$ cat src/verilog/vlsd_pkg.sv
// vlsd_pkg: register offsets, field positions, states and carrier structs
// for the vl slave cycle decoder; assumes an 8-bit register index space.
package vlsd_pkg;
  localparam logic [7:0] REG_SHADOW_A = 8'h30;
  localparam logic [7:0] REG_SHADOW_B = 8'h31;
  localparam logic [7:0] REG_SHADOW_C = 8'h32;
  localparam logic [7:0] REG_RELOC = 8'h33;
  localparam logic [7:0] REG_SMM = 8'h5B;
  localparam logic [7:0] REG_DRAM_SIZE = 8'h81;
  localparam logic [7:0] REG_BUS_TIMING = 8'h83;
  localparam logic [7:0] REG_FAST_ISA = 8'h92;
  localparam logic [7:0] REG_WIN_START = 8'h87;
  localparam logic [7:0] REG_WIN_STEP = 8'h03;
  localparam int NUM_WIN = 3;
  localparam int SHC_HI_MEM_BIT = 2;
  localparam int RELOC_256_BIT = 2;
  localparam int RELOC_384_BIT = 3;
  localparam int SMM_ON_BIT = 3;
  localparam int SMM_AB_BIT = 4;
  localparam int BT_TRDY_SYNC_BIT = 5;
  localparam int BT_LATE_SAMPLE_BIT = 6;
  localparam int WA_PCI_EN_BIT = 7;
  localparam int WA_WBUF_EN_BIT = 6;
  localparam int WA_SIZE_LSB = 2;
  localparam int FI_SIZE64_BIT = 7;
  localparam logic [31:0] SHADOW_BASE = 32'h000C_0000;
  localparam logic [31:0] SMM_BASE = 32'h000A_0000;
  localparam logic [31:0] SMM_TOP = 32'h000C_0000;
  localparam logic [31:0] HI_MEM_BASE = 32'h00F0_0000;
  localparam logic [31:0] HI_MEM_TOP = 32'h0100_0000;
  localparam logic [31:0] KB128 = 32'h0002_0000;
  localparam logic [31:0] KB256 = 32'h0004_0000;
  localparam logic [31:0] KB384 = 32'h0006_0000;
  localparam logic [31:0] MB1 = 32'h0010_0000;
  localparam logic [31:0] KB64 = 32'h0001_0000;
  localparam logic [31:0] KB32 = 32'h0000_8000;
  localparam int DEVSEL_WAIT = 5;

  typedef enum logic [2:0] {
    ST_IDLE = 3'b000,
    ST_T2A = 3'b001,
    ST_T2B = 3'b011,
    ST_PROBE = 3'b010,
    ST_PCI = 3'b110,
    ST_ISA = 3'b111,
    ST_DONE = 3'b101
  } vlsd_state_type;

  typedef enum logic [2:0] {
    PATH_NONE = 3'h0,
    PATH_MEM = 3'h1,
    PATH_VL = 3'h2,
    PATH_OWN = 3'h3,
    PATH_PCI = 3'h4,
    PATH_ISA = 3'h5
  } vlsd_path_type;

  typedef struct packed {
    logic start;
    logic [31:0] addr;
    logic write;
    logic mem;
    logic cfg;
  } vlsd_cycle_type;

  typedef struct packed {
    logic wr;
    logic [7:0] index;
    logic [7:0] data;
  } vlsd_regwr_type;
endpackage : vlsd_pkg

$ cat src/verilog/vlsd_mem_decode.sv
// vlsd_mem_decode: combinational on-board memory hit from the mirrored
// chipset registers; assumes registers are stable during a cycle.
`timescale 1ns/1ps
module vlsd_mem_decode (
  input wire logic [31:0] addr_in,
  input wire logic write_in,
  input wire logic [7:0] dram_size_in,
  input wire logic [7:0] shadow_a_in,
  input wire logic [7:0] shadow_b_in,
  input wire logic [7:0] shadow_c_in,
  input wire logic [7:0] reloc_in,
  input wire logic [7:0] smm_in,
  output logic hit_out
);
  import vlsd_pkg::*;
  logic [31:0] top;
  logic [31:0] reloc_len;
  logic [3:0] blk;
  logic [7:0] shbits;
  logic shadow_hit;
  always_comb
  begin
    top = {4'h0, dram_size_in, 20'h0_0000};
    reloc_len = 32'h0;
    if (reloc_in[RELOC_384_BIT])
      reloc_len = smm_in[SMM_ON_BIT] ? KB256 : KB384;
    else if (reloc_in[RELOC_256_BIT])
      reloc_len = smm_in[SMM_ON_BIT] ? KB128 : KB256;
    blk = addr_in[17:14];
    // each register covers 64KB, read bits even, write bits odd
    shbits = (blk[3:2] == 2'd0) ? shadow_a_in :
             (blk[3:2] == 2'd1) ? shadow_b_in : shadow_c_in;
    shadow_hit = 1'b0;
    if (addr_in >= SHADOW_BASE && addr_in < MB1 && blk[3:2] != 2'd3)
      shadow_hit = shbits[{blk[1:0], write_in}];
    hit_out = 1'b0;
    if (addr_in < SMM_BASE)
      hit_out = 1'b1;
    else if (addr_in < SMM_TOP)
      hit_out = smm_in[SMM_AB_BIT];
    else if (addr_in < MB1)
      hit_out = shadow_hit;
    else if (addr_in >= HI_MEM_BASE && addr_in < HI_MEM_TOP)
      hit_out = shadow_c_in[SHC_HI_MEM_BIT];
    else if (addr_in < top)
      hit_out = 1'b1;
    else if (addr_in < top + reloc_len)
      hit_out = 1'b1;
  end
endmodule : vlsd_mem_decode

$ cat src/verilog/vlsd_decoder.sv
// vlsd_decoder: vl slave cycle decoder choosing memory, vl, own register,
// pci or isa path; assumes cycle start pulses with T1 and t2_in per T2.
`timescale 1ns/1ps
// Operation
// - On-board memory cycles: stay idle, chipset returns ready.
// - Cycles to another vl device: do not respond, wait its ready.
// - Own register or config cycles: bridge drives ready at cycle end.
// - Dram size register gives address bits 20-27 of dram top.
// - Shadow bits per 16KB in C0000-EFFFF, read and write separate.
// - Third shadow register bit 2 maps 15-16MB to dram.
// - Relocation bits 2,3 add 256K or 384K above dram.
// - Smm bit 3 shrinks relocation to 128K or 256K.
// - Smm bit 4 maps A0000-BFFFF to dram.
// - Mirror registers capture the same io write as the chipset.
// - Sample foreign ldev at end of first or second T2 per bit 6.
// - Own register or config cycles claimed by end of first T2.
// - Accelerated pci window hits claimed by end of first T2.
// - Buffered window writes get ready by end of second T2; the code does so only while wbuf_room_in is set, else it starts a pci frame.
// - Then check fast isa window, A0000-D7FFF in 32K steps or A0000-FFFFF in 64K steps.
// - Fast isa hit drives ldev after second T2.
// - Else start pci frame; devsel makes it pci, ldev stays off.
// - Trdy passes straight through or resynchronised per bit 5.
// - No devsel in time: treat as isa and drive ldev.
// - Window attributes: pci and buffer enables and 64KB-8MB size.
module vlsd_decoder #(
  parameter int DEVSEL_CYCLES = vlsd_pkg::DEVSEL_WAIT
) (
  input wire logic sys_clk_in,
  input wire logic rst_in,
  input wire logic clk_en_in,
  input wire vlsd_pkg::vlsd_cycle_type cyc_in,
  input wire logic t2_in,
  input wire logic cycle_end_in,
  input wire logic own_reg_hit_in,
  input wire vlsd_pkg::vlsd_regwr_type regwr_in,
  input wire logic ldev_foreign_n_in,
  input wire logic wbuf_room_in,
  input wire logic devsel_n_in,
  input wire logic trdy_n_in,
  output logic ldev_n_out,
  output logic lrdy_n_out,
  output logic frame_req_out,
  output vlsd_pkg::vlsd_path_type path_out,
  output logic [7:0] bus_timing_out
);
  import vlsd_pkg::*;

  function automatic logic [31:0] win_mask(input logic [2:0] sz);
    win_mask = ~((KB64 << sz) - 32'h1);
  endfunction : win_mask

  function automatic logic [7:0] reg_pick(input vlsd_regwr_type w,
                                          input logic [7:0] idx,
                                          input logic [7:0] cur);
    reg_pick = (w.wr && w.index == idx) ? w.data : cur;
  endfunction : reg_pick

  logic [7:0] shadow_a_r, shadow_b_r, shadow_c_r, reloc_r, smm_r;
  logic [7:0] dram_size_r, bus_timing_r, fast_isa_r;
  logic [7:0] win_hi_r [NUM_WIN];
  logic [7:0] win_mid_r [NUM_WIN];
  logic [7:0] win_attr_r [NUM_WIN];
  logic [NUM_WIN-1:0] win_prog_r;
  vlsd_state_type state_r;
  vlsd_path_type path_r;
  logic [31:0] addr_r;
  logic write_r, mem_r, cfg_r, own_r;
  logic ldev_r, lrdy_r, frame_r, trdy_sync_r;
  logic [7:0] wait_r;
  logic mem_hit, win_hit, win_wbuf, isa_hit;
  logic [31:0] isa_step;

  // mirrors latch the same io write that programs the chipset
  always_ff @(posedge sys_clk_in)
  begin
    if (rst_in)
    begin
      shadow_a_r <= 8'h00;
      shadow_b_r <= 8'h00;
      shadow_c_r <= 8'h00;
      reloc_r <= 8'h00;
      smm_r <= 8'h00;
      dram_size_r <= 8'h00;
      bus_timing_r <= 8'h00;
      fast_isa_r <= 8'h00;
    end
    else if (clk_en_in)
    begin
      shadow_a_r <= reg_pick(regwr_in, REG_SHADOW_A, shadow_a_r);
      shadow_b_r <= reg_pick(regwr_in, REG_SHADOW_B, shadow_b_r);
      shadow_c_r <= reg_pick(regwr_in, REG_SHADOW_C, shadow_c_r);
      reloc_r <= reg_pick(regwr_in, REG_RELOC, reloc_r);
      smm_r <= reg_pick(regwr_in, REG_SMM, smm_r);
      dram_size_r <= reg_pick(regwr_in, REG_DRAM_SIZE, dram_size_r);
      bus_timing_r <= reg_pick(regwr_in, REG_BUS_TIMING, bus_timing_r);
      fast_isa_r <= reg_pick(regwr_in, REG_FAST_ISA, fast_isa_r);
    end
  end

  // window registers; a window counts only once its attribute is written
  always_ff @(posedge sys_clk_in)
  begin
    if (rst_in)
    begin
      for (int i = 0; i < NUM_WIN; i++)
      begin
        win_hi_r[i] <= 8'h00;
        win_mid_r[i] <= 8'h00;
        win_attr_r[i] <= 8'h00;
      end
      win_prog_r <= '0;
    end
    else if (clk_en_in)
    begin
      for (int i = 0; i < NUM_WIN; i++)
      begin
        win_hi_r[i] <= reg_pick(regwr_in, 8'(REG_WIN_START + REG_WIN_STEP * i),
                                win_hi_r[i]);
        win_mid_r[i] <= reg_pick(regwr_in,
                                 8'(REG_WIN_START + REG_WIN_STEP * i + 1),
                                 win_mid_r[i]);
        win_attr_r[i] <= reg_pick(regwr_in,
                                  8'(REG_WIN_START + REG_WIN_STEP * i + 2),
                                  win_attr_r[i]);
        if (regwr_in.wr && regwr_in.index == 8'(REG_WIN_START + REG_WIN_STEP * i + 2))
          win_prog_r[i] <= 1'b1;
      end
    end
  end

  vlsd_mem_decode u_mem (
    .addr_in(addr_r),
    .write_in(write_r),
    .dram_size_in(dram_size_r),
    .shadow_a_in(shadow_a_r),
    .shadow_b_in(shadow_b_r),
    .shadow_c_in(shadow_c_r),
    .reloc_in(reloc_r),
    .smm_in(smm_r),
    .hit_out(mem_hit)
  );

  always_comb
  begin
    win_hit = 1'b0;
    win_wbuf = 1'b0;
    for (int i = 0; i < NUM_WIN; i++)
    begin
      if (mem_r && win_prog_r[i] && win_attr_r[i][WA_PCI_EN_BIT] &&
          ((addr_r ^ {win_hi_r[i], win_mid_r[i], 16'h0000}) &
           win_mask(win_attr_r[i][WA_SIZE_LSB +: 3])) == 32'h0)
      begin
        win_hit = 1'b1;
        win_wbuf = win_wbuf | win_attr_r[i][WA_WBUF_EN_BIT];
      end
    end
    // fast isa: low 7 bits mark steps from A0000, bit 7 picks 64K steps
    isa_step = fast_isa_r[FI_SIZE64_BIT] ? KB64 : KB32;
    isa_hit = 1'b0;
    for (int j = 0; j < 7; j++)
      if (mem_r && fast_isa_r[j] && addr_r >= SMM_BASE + isa_step * j &&
          addr_r < SMM_BASE + isa_step * (j + 1) && addr_r < MB1)
        isa_hit = 1'b1;
  end

  // cycle sequencer
  always_ff @(posedge sys_clk_in)
  begin
    if (rst_in)
    begin
      state_r <= ST_IDLE;
      path_r <= PATH_NONE;
      addr_r <= 32'h0;
      write_r <= 1'b0;
      mem_r <= 1'b0;
      cfg_r <= 1'b0;
      own_r <= 1'b0;
      ldev_r <= 1'b0;
      lrdy_r <= 1'b0;
      frame_r <= 1'b0;
      wait_r <= 8'h00;
    end
    else if (clk_en_in)
    begin
      lrdy_r <= 1'b0;
      frame_r <= 1'b0;
      unique case (state_r)
        ST_IDLE:
          if (cyc_in.start)
          begin
            addr_r <= cyc_in.addr;
            write_r <= cyc_in.write;
            mem_r <= cyc_in.mem;
            cfg_r <= cyc_in.cfg;
            own_r <= own_reg_hit_in;
            path_r <= PATH_NONE;
            ldev_r <= 1'b0;
            state_r <= ST_T2A;
          end
        ST_T2A:
          if (t2_in)
          begin
            if (own_r || cfg_r)
            begin
              path_r <= PATH_OWN;
              ldev_r <= 1'b1;
              state_r <= ST_PCI;
            end
            else if (mem_r && mem_hit)
            begin
              path_r <= PATH_MEM;
              state_r <= ST_DONE;
            end
            else if (win_hit)
            begin
              path_r <= PATH_PCI;
              ldev_r <= 1'b1;
              state_r <= ST_T2B;
            end
            else if (!bus_timing_r[BT_LATE_SAMPLE_BIT] && !ldev_foreign_n_in)
            begin
              path_r <= PATH_VL;
              state_r <= ST_DONE;
            end
            else
              state_r <= ST_T2B;
          end
        ST_T2B:
          if (t2_in)
          begin
            if (path_r == PATH_PCI)
            begin
              if (write_r && win_wbuf && wbuf_room_in)
              begin
                lrdy_r <= 1'b1;
                state_r <= ST_DONE;
              end
              else
              begin
                frame_r <= 1'b1;
                state_r <= ST_PCI;
              end
            end
            else if (bus_timing_r[BT_LATE_SAMPLE_BIT] && !ldev_foreign_n_in)
            begin
              path_r <= PATH_VL;
              state_r <= ST_DONE;
            end
            else if (isa_hit)
            begin
              path_r <= PATH_ISA;
              ldev_r <= 1'b1;
              state_r <= ST_DONE;
            end
            else
            begin
              frame_r <= 1'b1;
              wait_r <= 8'h00;
              state_r <= ST_PROBE;
            end
          end
        ST_PROBE:
        begin
          if (!devsel_n_in)
          begin
            path_r <= PATH_PCI;
            state_r <= ST_PCI;
          end
          else if (wait_r == 8'(DEVSEL_CYCLES - 1))
          begin
            path_r <= PATH_ISA;
            ldev_r <= 1'b1;
            state_r <= ST_DONE;
          end
          else
            wait_r <= wait_r + 8'h01;
        end
        ST_PCI:
          if (own_r || cfg_r ? cycle_end_in :
              (bus_timing_r[BT_TRDY_SYNC_BIT] ? trdy_sync_r : !trdy_n_in))
          begin
            lrdy_r <= 1'b1;
            state_r <= ST_DONE;
          end
        ST_DONE:
          if (cycle_end_in || own_r || cfg_r)
          begin
            ldev_r <= 1'b0;
            state_r <= ST_IDLE;
          end
        default:
          state_r <= ST_IDLE;
      endcase
    end
  end

  // resynchronised target ready
  always_ff @(posedge sys_clk_in)
  begin
    if (rst_in)
      trdy_sync_r <= 1'b0;
    else if (clk_en_in)
      trdy_sync_r <= !trdy_n_in && state_r == ST_PCI && !trdy_sync_r;
  end

  assign ldev_n_out = !ldev_r;
  assign lrdy_n_out = !lrdy_r;
  assign frame_req_out = frame_r;
  assign path_out = path_r;
  assign bus_timing_out = bus_timing_r;
endmodule : vlsd_decoder

$ cat config.mk
export PLATFORM = sky130hd
export DESIGN_NAME = vlsd_decoder
export DESIGN_NICKNAME = d
export VERILOG_FILES = /design/src/verilog/vlsd_pkg.sv /design/src/verilog/vlsd_mem_decode.sv /design/src/verilog/vlsd_decoder.sv
export SDC_FILE = /design/constraint.sdc
export NUM_CORES = 1
export LEC_CHECK = 0
export CORE_MARGIN = 3
export CORE_UTILIZATION = 50
export DETAILED_ROUTE_END_ITERATION = 10
export DONT_BUFFER_PORTS = 1
export PLACE_DENSITY = 0.75
export SKIP_CTS_REPAIR_TIMING = 1
export SYNTH_ARGS = -nofsm -noshare
export SYNTH_HDL_FRONTEND = slang
export SYNTH_SLANG_ARGS = --single-unit
$ cat constraint.sdc
create_clock -name sys_clk_in -period 8.02 [get_ports sys_clk_in]
set_input_delay 1.604 -clock sys_clk_in [delete_from_list [all_inputs] [get_ports sys_clk_in]]
set_output_delay 1.604 -clock sys_clk_in [all_outputs]
set_load 0.03 [all_outputs]
==> impl_metrics.py, run 1 <==
metrics = {
    "final_layout": {
        "ff_latch_area_mm2": 0.00407,
        "stdcell_area_mm2": 0.00914,
        "multi_input_area_mm2": 0.00407,
        "fill_cells": 1419,
        "drive_above_1_share": 0.0610,
        "fin_nets": 947,
        "area_delta_synth_final_pct": 8.62,
        "n_antenna_cell": 0,
    },
    "logic_synthesis": {
        "synthArstFlopShare": 0,
        "yosysMostFrequentCell": "dfxtp_1",
        "synth.distinct_cells": 60,
        "synth_area_leaders": "dfxtp_1 26%, edfxtp_1 22%, mux2i_1 7.3%",
        "syn-cell-area_mm2": 0.00842,
        "syn_avg_cell_area_um2": 9.66,
        "yosysWarningCount": 0,
        "synthFlopType": "dfxtp_1",
        "postSynthCellCount": 871,
        "synth-seq-cells": 172,
        "yosys.area.top_type_share": 0.259,
        "synthTopCellsByCount": "109 x dfxtp_1, 106 x nand2_1, 93 x nor2_1",
        "synth_edf_count": 63,
        "ys_seq_area_frac": 0.484,
        "yosysTopAreaCell": "dfxtp_1",
        "syn_nets": 961,
    },
    "critical_path": {
        "end_kind": "register",
        "crit_arrival_ns": 4.49,
        "worstPathRequired_ns": 8.38,
        "criticalPathCategory": "reg -> reg",
        "startpoint_type": "register",
        "cp_max_fo": 18,
    },
    "die": {
        "die_y_um": 136,
        "die_area_mm2": 0.0184,
        "start_util": 0.520,
        "row_count": 46,
        "core_mm2": 0.0162,
        "dieWidth_um": 136,
        "ios": 77,
    },
    "clocking": {
        "clockBufferDepth": 2,
        "insertion_delay_ns": 0.43,
        "cts_root_buf": "clkbuf_16",
        "h-tree-depth": 4,
        "cts_made_buffers": 17,
        "cts_tree": "built",
        "clkTransAtPathRegs_ns": 0.06,
        "cts.sink_count": 172,
    },
    "placed_design": {
        "portBuffers": 0,
        "gp_congestion": 0.913,
        "placed_area_mm2": 0.00858,
        "hpwl_um": 14800,
    },
    "global_routing": {
        "antenna_found_initial": 0,
        "grt_pass1_wl_um": 33200,
        "grt_max_degree": 110,
        "grt_use_total": 0.235,
        "grt_pass1_vias": 6192,
        "overflow": 0,
    },
    "sta": {
        "max_slew_margin": 0.282,
        "slew_violations": 0,
        "layout_min_cycle_time_ns": 4.13,
        "worst_pin_slew_ns": 1.07,
        "setup_viol": 0,
        "final_hold_viol_count": 0,
        "skew_ns": 0.00683,
        "rsz0062_at_grt": "false",
        "fin_crit_sh": 0.516,
        "fin_setup_tns_ns": 0,
        "hold_slack_ns": 0.450,
        "timing.fmax_ghz": 0.242,
    },
    "route": {
        "drc": 0,
        "dr.pass1.iters": 5,
        "viasPerCell": 5.87,
        "vias": 6369,
        "drt_iter0_drc": 564,
        "wl_per_cell_um": 19.4,
        "drtAntennaViolNets": 0,
        "routed_wl_um": 21100,
    },
    "pwr": {
        "clkPwrFrac": 0.408,
        "power.leakage_nw": 3.68,
        "switchingPower_mw": 0.473,
        "swShare": 0.245,
        "max-vdd-ir-drop_uv": 150,
        "p_seq_frac": 0.510,
        "p_per_area_mw_per_mm2": 211,
        "internal_power_mw": 1.45,
        "pwr-share-comb": 0.082,
    },
    "outcome": {
        "status": "finished, final reports clean",
    },
    "worst_hold_path": {
        "hold_class": "reg -> reg",
    },
    "job": {
        "max_cap_viol_count": 0,
    },
}
power by group through the flow:
stage          Sequential [mW]  Combinational (mW)  Clock [mW]
3_3_place_gp              1.00               0.153           0
2_1_floorplan            0.979               0.140           0
4_1_cts                  0.983               0.158       0.797
3_5_place_dp              1.00               0.156           0
6_report                 0.983               0.158       0.786
5_1_grt                  0.987               0.175       0.833
flip-flops by register name, summed over array words and instances (netlist names), 3 cells and up:
| signal | cells |
|---|---|
| bus_timing_out | 8 |
| shadow_c_r | 8 |
| path_out | 3 |
| win_attr_r | 15 |
| win_mid_r | 24 |
| win_hi_r | 24 |
| state_r | 3 |
| fast_isa_r | 8 |
| wait_r | 8 |
| addr_r | 32 |
| shadow_b_r | 8 |
| win_prog_r | 3 |
| shadow_a_r | 8 |
| dram_size_r | 8 |
worst max-delay path, cell delays in order (launching register included):
cell	delay (ns)
dfxtp_1	0.91
inv_1	0.10
ha_1	0.36
or4_1	0.54
a31oi_1	0.19
nor2_1	0.07
mux2i_1	0.14
and2_1	0.16
nor4b_1	0.57
o21ai_2	0.28
or4b_1	0.58
a21oi_1	0.16
placed cells by master (no fill, tap or decap), types with 5 or more instances in the layout:
master     instances
or4_1              7
nor2_1            93
clkinv_2           5
a21oi_1           68
inv_1             34
and2_1             9
nor2b_1           11
mux2i_1           61
nand3_1           23
nor4_1            13
buf_4              5
a211oi_1           8
xor2_1            43
ha_1              27
a21o_1             5
mux2_2             6
clkbuf_16         19
edfxtp_1          63
dfxtp_1          109
o31ai_1            6
o21ai_0           19
xnor2_1            8
nor3_1            19
a31oi_1            8
nand2_1          106
nand2b_1          16
nand4_1            5
final timing paths:
kind              cells after the start                endpoint  slack (ns)                    start
setup / recovery                     11  wait_r[7]$_SDFFE_PP0P_        3.89  addr_r[16]$_SDFFE_PP0P_
hold / removal                        2  addr_r[9]$_SDFFE_PP0P_        0.45   addr_r[9]$_SDFFE_PP0P_
setup reg to reg                     11  wait_r[7]$_SDFFE_PP0P_        3.89  addr_r[16]$_SDFFE_PP0P_
hold reg to reg                       2  addr_r[9]$_SDFFE_PP0P_        0.45   addr_r[9]$_SDFFE_PP0P_
layout make-up:
cell class,instances,share of cell area
clock buffer,22,0.0554
clock inverter,9,0.00616
sequential,172,0.446
tap,216,0.0296
inverter,34,0.0140
multi-input combinational,627,0.445
timing repair buffer,5,0.00411
cell families after synthesis:
group | share of synthesized area
mux | 0.0913
buf+inv | 0.0324
fa+ha+maj | 0.0401
simple gates | 0.186
flops | 0.484
xor+xnor | 0.0531
compound gates | 0.113
stage by stage:
stage | setup slack (ns) | utilization | cells | total power, mW
after floorplan | 4.38 | - | 871 | 1.12
after global placement | 4.01 | 0.530 | 1054 | 1.15
after detailed placement | 3.89 | 0.530 | 1054 | 1.16
after CTS | 3.85 | 0.565 | 1085 | 1.94
after global routing | 3.57 | 0.565 | 1085 | 2.00
final | 3.89 | 0.565 | 1085 | 1.93
per-layer routing:
layer	up-vias	routed length (µm)	global-route usage
met5	-	0	0
met4	0	408	0.0784
met3	28	1520	0.0553
met2	237	10200	0.394
met1	3041	8910	0.301
li1	3063	-	-
Power figures use the tool's default switching activity.
==> run 2, diff against run 1 <==
--- a/config.mk
+++ b/config.mk
@@ -9,7 +9,7 @@
 export CORE_UTILIZATION = 50
 export DETAILED_ROUTE_END_ITERATION = 10
 export DONT_BUFFER_PORTS = 1
-export PLACE_DENSITY = 0.75
+export PLACE_DENSITY = 0.78
 export SKIP_CTS_REPAIR_TIMING = 1
 export SYNTH_ARGS = -nofsm -noshare
 export SYNTH_HDL_FRONTEND = slang
==> constraint.sdc (replaced) <==
create_clock -name sys_clk_in -period 3.5 [get_ports sys_clk_in]
set_input_delay 0.7 -clock sys_clk_in [delete_from_list [all_inputs] [get_ports sys_clk_in]]
set_output_delay 0.7 -clock sys_clk_in [all_outputs]
set_load 0.03 [all_outputs]
==> impl_metrics.py, run 2 (same netlist as run 1, synthesis figures left out) <==
metrics = {
    "sta": {
        "fin_setup_tns_ns": 0,
        "worst_pin_slew_ns": 0.899,
        "layout_min_cycle_time_ns": 3.39,
        "slew_violations": 0,
        "timing.fmax_ghz": 0.295,
        "rsz0062_at_grt": "false",
        "max_slew_margin": 0.395,
        "setup_viol": 0,
        "final_hold_viol_count": 0,
        "fin_crit_sh": 0.969,
        "skew_ns": 0.00979,
    },
    "clocking": {
        "cts_tree": "built",
        "h-tree-depth": 4,
        "cts_root_buf": "clkbuf_16",
        "clkTransAtPathRegs_ns": 0.07,
        "cts.sink_count": 172,
        "insertion_delay_ns": 0.43,
        "clockBufferDepth": 2,
        "cts_made_buffers": 17,
    },
    "route": {
        "dr.pass1.iters": 5,
        "routed_wl_um": 21300,
        "vias": 6510,
        "drt_iter0_drc": 643,
        "drc": 0,
        "viasPerCell": 5.89,
        "drtAntennaViolNets": 0,
        "wl_per_cell_um": 19.2,
    },
    "placed_design": {
        "gp_congestion": 0.908,
        "placed_area_mm2": 0.00871,
        "portBuffers": 0,
        "hpwl_um": 14900,
    },
    "worst_hold_path": {
        "hold_class": "in -> reg",
    },
    "critical_path": {
        "cp_max_fo": 3,
        "worstPathRequired_ns": 3.86,
        "crit_arrival_ns": 3.76,
        "startpoint_type": "register",
        "end_kind": "register",
        "criticalPathCategory": "reg -> reg",
    },
    "global_routing": {
        "overflow": 0,
        "grt_use_total": 0.234,
        "antenna_found_initial": 0,
        "grt_pass1_wl_um": 32900,
        "grt_pass1_vias": 6163,
        "grt_max_degree": 110,
    },
    "final_layout": {
        "stdcell_area_mm2": 0.00930,
        "largestRegisters": "addr_r (32), win_hi_r (24), win_mid_r (24)",
        "drive_above_1_share": 0.0877,
        "area_delta_synth_final_pct": 10.5,
        "layout_commonest_cell": "dfxtp_1",
        "n_antenna_cell": 0,
        "layout_common_cells": "109 x dfxtp_1, 106 x nand2_1, 93 x nor2_1",
        "fill_cells": 1374,
        "largest_reg_flops": 32,
        "fin_nets": 966,
        "top_register": "addr_r",
    },
    "die": {
        "die_y_um": 136,
        "dieWidth_um": 136,
        "start_util": 0.520,
        "ios": 77,
        "die_area_mm2": 0.0184,
        "core_mm2": 0.0162,
        "row_count": 46,
    },
    "pwr": {
        "power.leakage_nw": 3.77,
        "p_per_area_mw_per_mm2": 470,
        "total_power_mw": 4.38,
        "pwr-share-comb": 0.093,
        "p_seq_frac": 0.510,
        "swShare": 0.256,
        "max-vdd-ir-drop_uv": 378,
        "internal_power_mw": 3.25,
        "clkPwrFrac": 0.397,
        "switchingPower_mw": 1.12,
    },
    "job": {
        "max_cap_viol_count": 0,
    },
    "outcome": {
        "status": "finished, final reports clean",
    },
}
==> run 2: critical path: stages, from the launching register on <==
cell and delay [ns]:
dfxtp_1 0.31, or4_4 0.53, or4_4 0.43, or4_4 0.44, a311oi_4 0.39, a21oi_2 0.10, a221oi_4 0.34, nor2_2 0.10
a2111oi_4 0.31, buf_4 0.19, mux2i_1 0.17
==> run 2: area by class of cell <==
| class | instances | area, µm² | share of cell area |
|---|---|---|---|
| clock buffer | 19 | 443 | 0.0476 |
| inverter | 34 | 128 | 0.0137 |
| tap | 216 | 270 | 0.0291 |
| sequential | 172 | 4070 | 0.438 |
| clock inverter | 13 | 91.3 | 0.00982 |
| multi-input combinational | 627 | 4120 | 0.443 |
| timing repair buffer | 24 | 180 | 0.0194 |
==> run 2: power groups by stage <==
stage / clock [mW] / sequential [mW] / combinational, mW
CTS: 1.76 / 2.23 / 0.396
global route: 1.86 / 2.24 / 0.449
finish: 1.74 / 2.23 / 0.406
floorplan: 0 / 2.24 / 0.320
detailed placement: 0 / 2.27 / 0.392
global placement: 0 / 2.27 / 0.384
==> run 2: per-stage QoR <==
stage          hold WS [ns]  setup slack, ns  utilization  instances
2_1_floorplan         0.431           0.0132            -        871
6_report              0.344            0.107        0.575       1105
3_5_place_dp          0.439           0.0439        0.539       1071
3_3_place_gp          0.439           0.0928        0.539       1071
5_1_grt               0.315           0.0139        0.575       1105
4_1_cts               0.321           0.0253        0.572       1103
==> run 2: final timing paths <==
| kind | from | end | cells past startpoint | slack, ns |
|---|---|---|---|---|
| setup / recovery | addr_r[7]$_SDFFE_PP0P_ | path_out[1]$_SDFFE_PP0P_ | 10 | 0.11 |
| hold / removal | rst_in | lrdy_r$_SDFFE_PP0P_ | 1 | 0.34 |
| setup reg to reg | addr_r[7]$_SDFFE_PP0P_ | path_out[1]$_SDFFE_PP0P_ | 10 | 0.11 |
| hold reg to reg | addr_r[9]$_SDFFE_PP0P_ | addr_r[9]$_SDFFE_PP0P_ | 2 | 0.46 |
==> run 2: per-layer routing <==
layer | vias to the layer above | track usage | wire, µm
li1 | 3103 | - | -
met1 | 3123 | 0.296 | 8990
met2 | 244 | 0.389 | 10400
met3 | 40 | 0.0661 | 1450
met4 | 0 | 0.0733 | 405
met5 | - | 0 | 0
==> run 3, diff against run 2 <==
--- a/config.mk
+++ b/config.mk
@@ -5,7 +5,7 @@
 export SDC_FILE = /design/constraint.sdc
 export NUM_CORES = 1
 export LEC_CHECK = 0
-export CORE_MARGIN = 3
+export CORE_MARGIN = 4
 export CORE_UTILIZATION = 50
 export DETAILED_ROUTE_END_ITERATION = 10
 export DONT_BUFFER_PORTS = 1
==> impl_metrics.py, run 3 (same netlist as run 1, synthesis figures left out) <==
metrics = {
    "placed_design": {
        "portBuffers": 0,
        "place_ws_ns": 0.0368,
        "gp_congestion": 0.886,
        "hpwl_um": 15100,
    },
    "global_routing": {
        "grt_pass1_vias": 6239,
        "grt_max_degree": 110,
        "antenna_found_initial": 0,
        "grt_pass1_wl_um": 33800,
        "overflow": 0,
        "grt_use_total": 0.235,
    },
    "clocking": {
        "clockBufferDepth": 2,
        "cts_tree": "built",
        "cts_root_buf": "clkbuf_16",
        "insertion_delay_ns": 0.44,
        "cts_made_buffers": 17,
        "cts.sink_count": 172,
        "clkTransAtPathRegs_ns": 0.07,
        "h-tree-depth": 4,
    },
    "sta": {
        "layout_min_cycle_time_ns": 3.34,
        "fin_setup_tns_ns": 0,
        "max_slew_margin": 0.369,
        "hold_slack_ns": 0.341,
        "setup_ws_ns": 0.163,
        "skew_ns": 0.00970,
        "timing.fmax_ghz": 0.300,
        "setup_viol": 0,
        "worst_pin_slew_ns": 0.937,
        "rsz0062_at_grt": "false",
        "slew_violations": 0,
        "final_hold_viol_count": 0,
        "fin_crit_sh": 0.953,
    },
    "die": {
        "die_area_mm2": 0.0190,
        "row_count": 47,
        "start_util": 0.509,
        "core_mm2": 0.0165,
        "die_y_um": 138,
        "dieWidth_um": 138,
        "ios": 77,
    },
    "final_layout": {
        "area_delta_synth_final_pct": 11.5,
        "layout_commonest_cell": "dfxtp_1",
        "n_antenna_cell": 0,
        "ff_latch_area_mm2": 0.00407,
        "fin_nets": 964,
        "multi_input_area_mm2": 0.00413,
        "top_register": "addr_r",
        "largest_reg_flops": 32,
        "fin_util": 0.568,
        "drive_above_1_share": 0.0891,
        "fill_cells": 1395,
        "largestRegisters": "addr_r (32), win_hi_r (24), win_mid_r (24)",
        "layout_common_cells": "109 x dfxtp_1, 106 x nand2_1, 93 x nor2_1",
    },
    "critical_path": {
        "worstPathRequired_ns": 3.87,
        "criticalPathCategory": "reg -> reg",
        "startpoint_type": "register",
        "slowest_delay_ns": 0.54,
        "rr_worst_depth": 9,
        "crit_arrival_ns": 3.71,
        "cpMostUsedCell": "or4_4",
        "cp_top_family": "simple AND/OR/NAND/NOR gates",
        "worst_path_max_delay_cell": "or4_1",
        "cp_max_fo": 3,
        "cp.depth": 9,
        "end_kind": "register",
        "path_cells": "or4_1, or4_4, or4_4, a311oi_4, a21oi_4, a221oi_4, nor2_2, a2111oi_4, mux2i_1",
        "path_buf_inv": 0,
    },
    "route": {
        "drt_iter0_drc": 719,
        "viasPerCell": 5.95,
        "routed_wl_um": 21700,
        "vias": 6585,
        "drc": 0,
        "drtAntennaViolNets": 0,
        "wl_per_cell_um": 19.6,
        "dr.pass1.iters": 6,
    },
    "pwr": {
        "total_power_mw": 4.62,
        "p_per_area_mw_per_mm2": 492,
        "max-vdd-ir-drop_uv": 535,
        "power.leakage_nw": 3.79,
    },
    "worst_hold_path": {
        "hold_depth": 1,
        "hold_class": "in -> reg",
    },
    "outcome": {
        "status": "finished, final reports clean",
    },
    "job": {
        "max_cap_viol_count": 0,
    },
}
run 3: cell count changes in the layout (fill, tap and decap cells not counted), sizes merged:
cell	previous run	this run
clkbuf	19	17
clkinv	5	6
inv	40	38
buf	24	22
bufinv	0	3
run 3: through the flow:
stage / cell area, µm² / std cells
after floorplan: 8420 / 871
after global placement: 8700 / 1073
after detailed placement: 8700 / 1073
after CTS: 9320 / 1105
after global routing: 9380 / 1107
final: 9380 / 1107
run 3: cell type report:
type | instances | share of cell area
multi-input cells | 627 | 0.440
flip-flops and latches | 172 | 0.434
clock buffers | 17 | 0.0453
well taps | 220 | 0.0293
clock inverters | 15 | 0.0201
repair buffers | 22 | 0.0176
inverters | 34 | 0.0136
run 3: final timing paths:
check / from / to / slack [ns]
setup / recovery: addr_r[7]$_SDFFE_PP0P_ / path_out[1]$_SDFFE_PP0P_ / 0.16
hold / removal: rst_in / bus_timing_out[7]$_SDFFE_PP0P_ / 0.34
setup reg to reg: addr_r[7]$_SDFFE_PP0P_ / path_out[1]$_SDFFE_PP0P_ / 0.16
hold reg to reg: addr_r[9]$_SDFFE_PP0P_ / addr_r[9]$_SDFFE_PP0P_ / 0.46
run 3: where the power goes:
group          leakage [nW]  total [mW]  internal, mW  switching [mW]
registers              1.48        2.23          2.16          0.0707
clock network         0.295        1.98          1.14           0.845
logic                  2.01       0.404         0.160           0.244
total                  3.79        4.62          3.46            1.16
run 3: metal layers:
layer	vias up	part of all wire	GRT usage
li1	3099	-	-
met1	3151	0.40	0.299
met2	289	0.49	0.387
met3	46	0.087	0.0694
met4	0	0.022	0.0746
met5	-	0	0
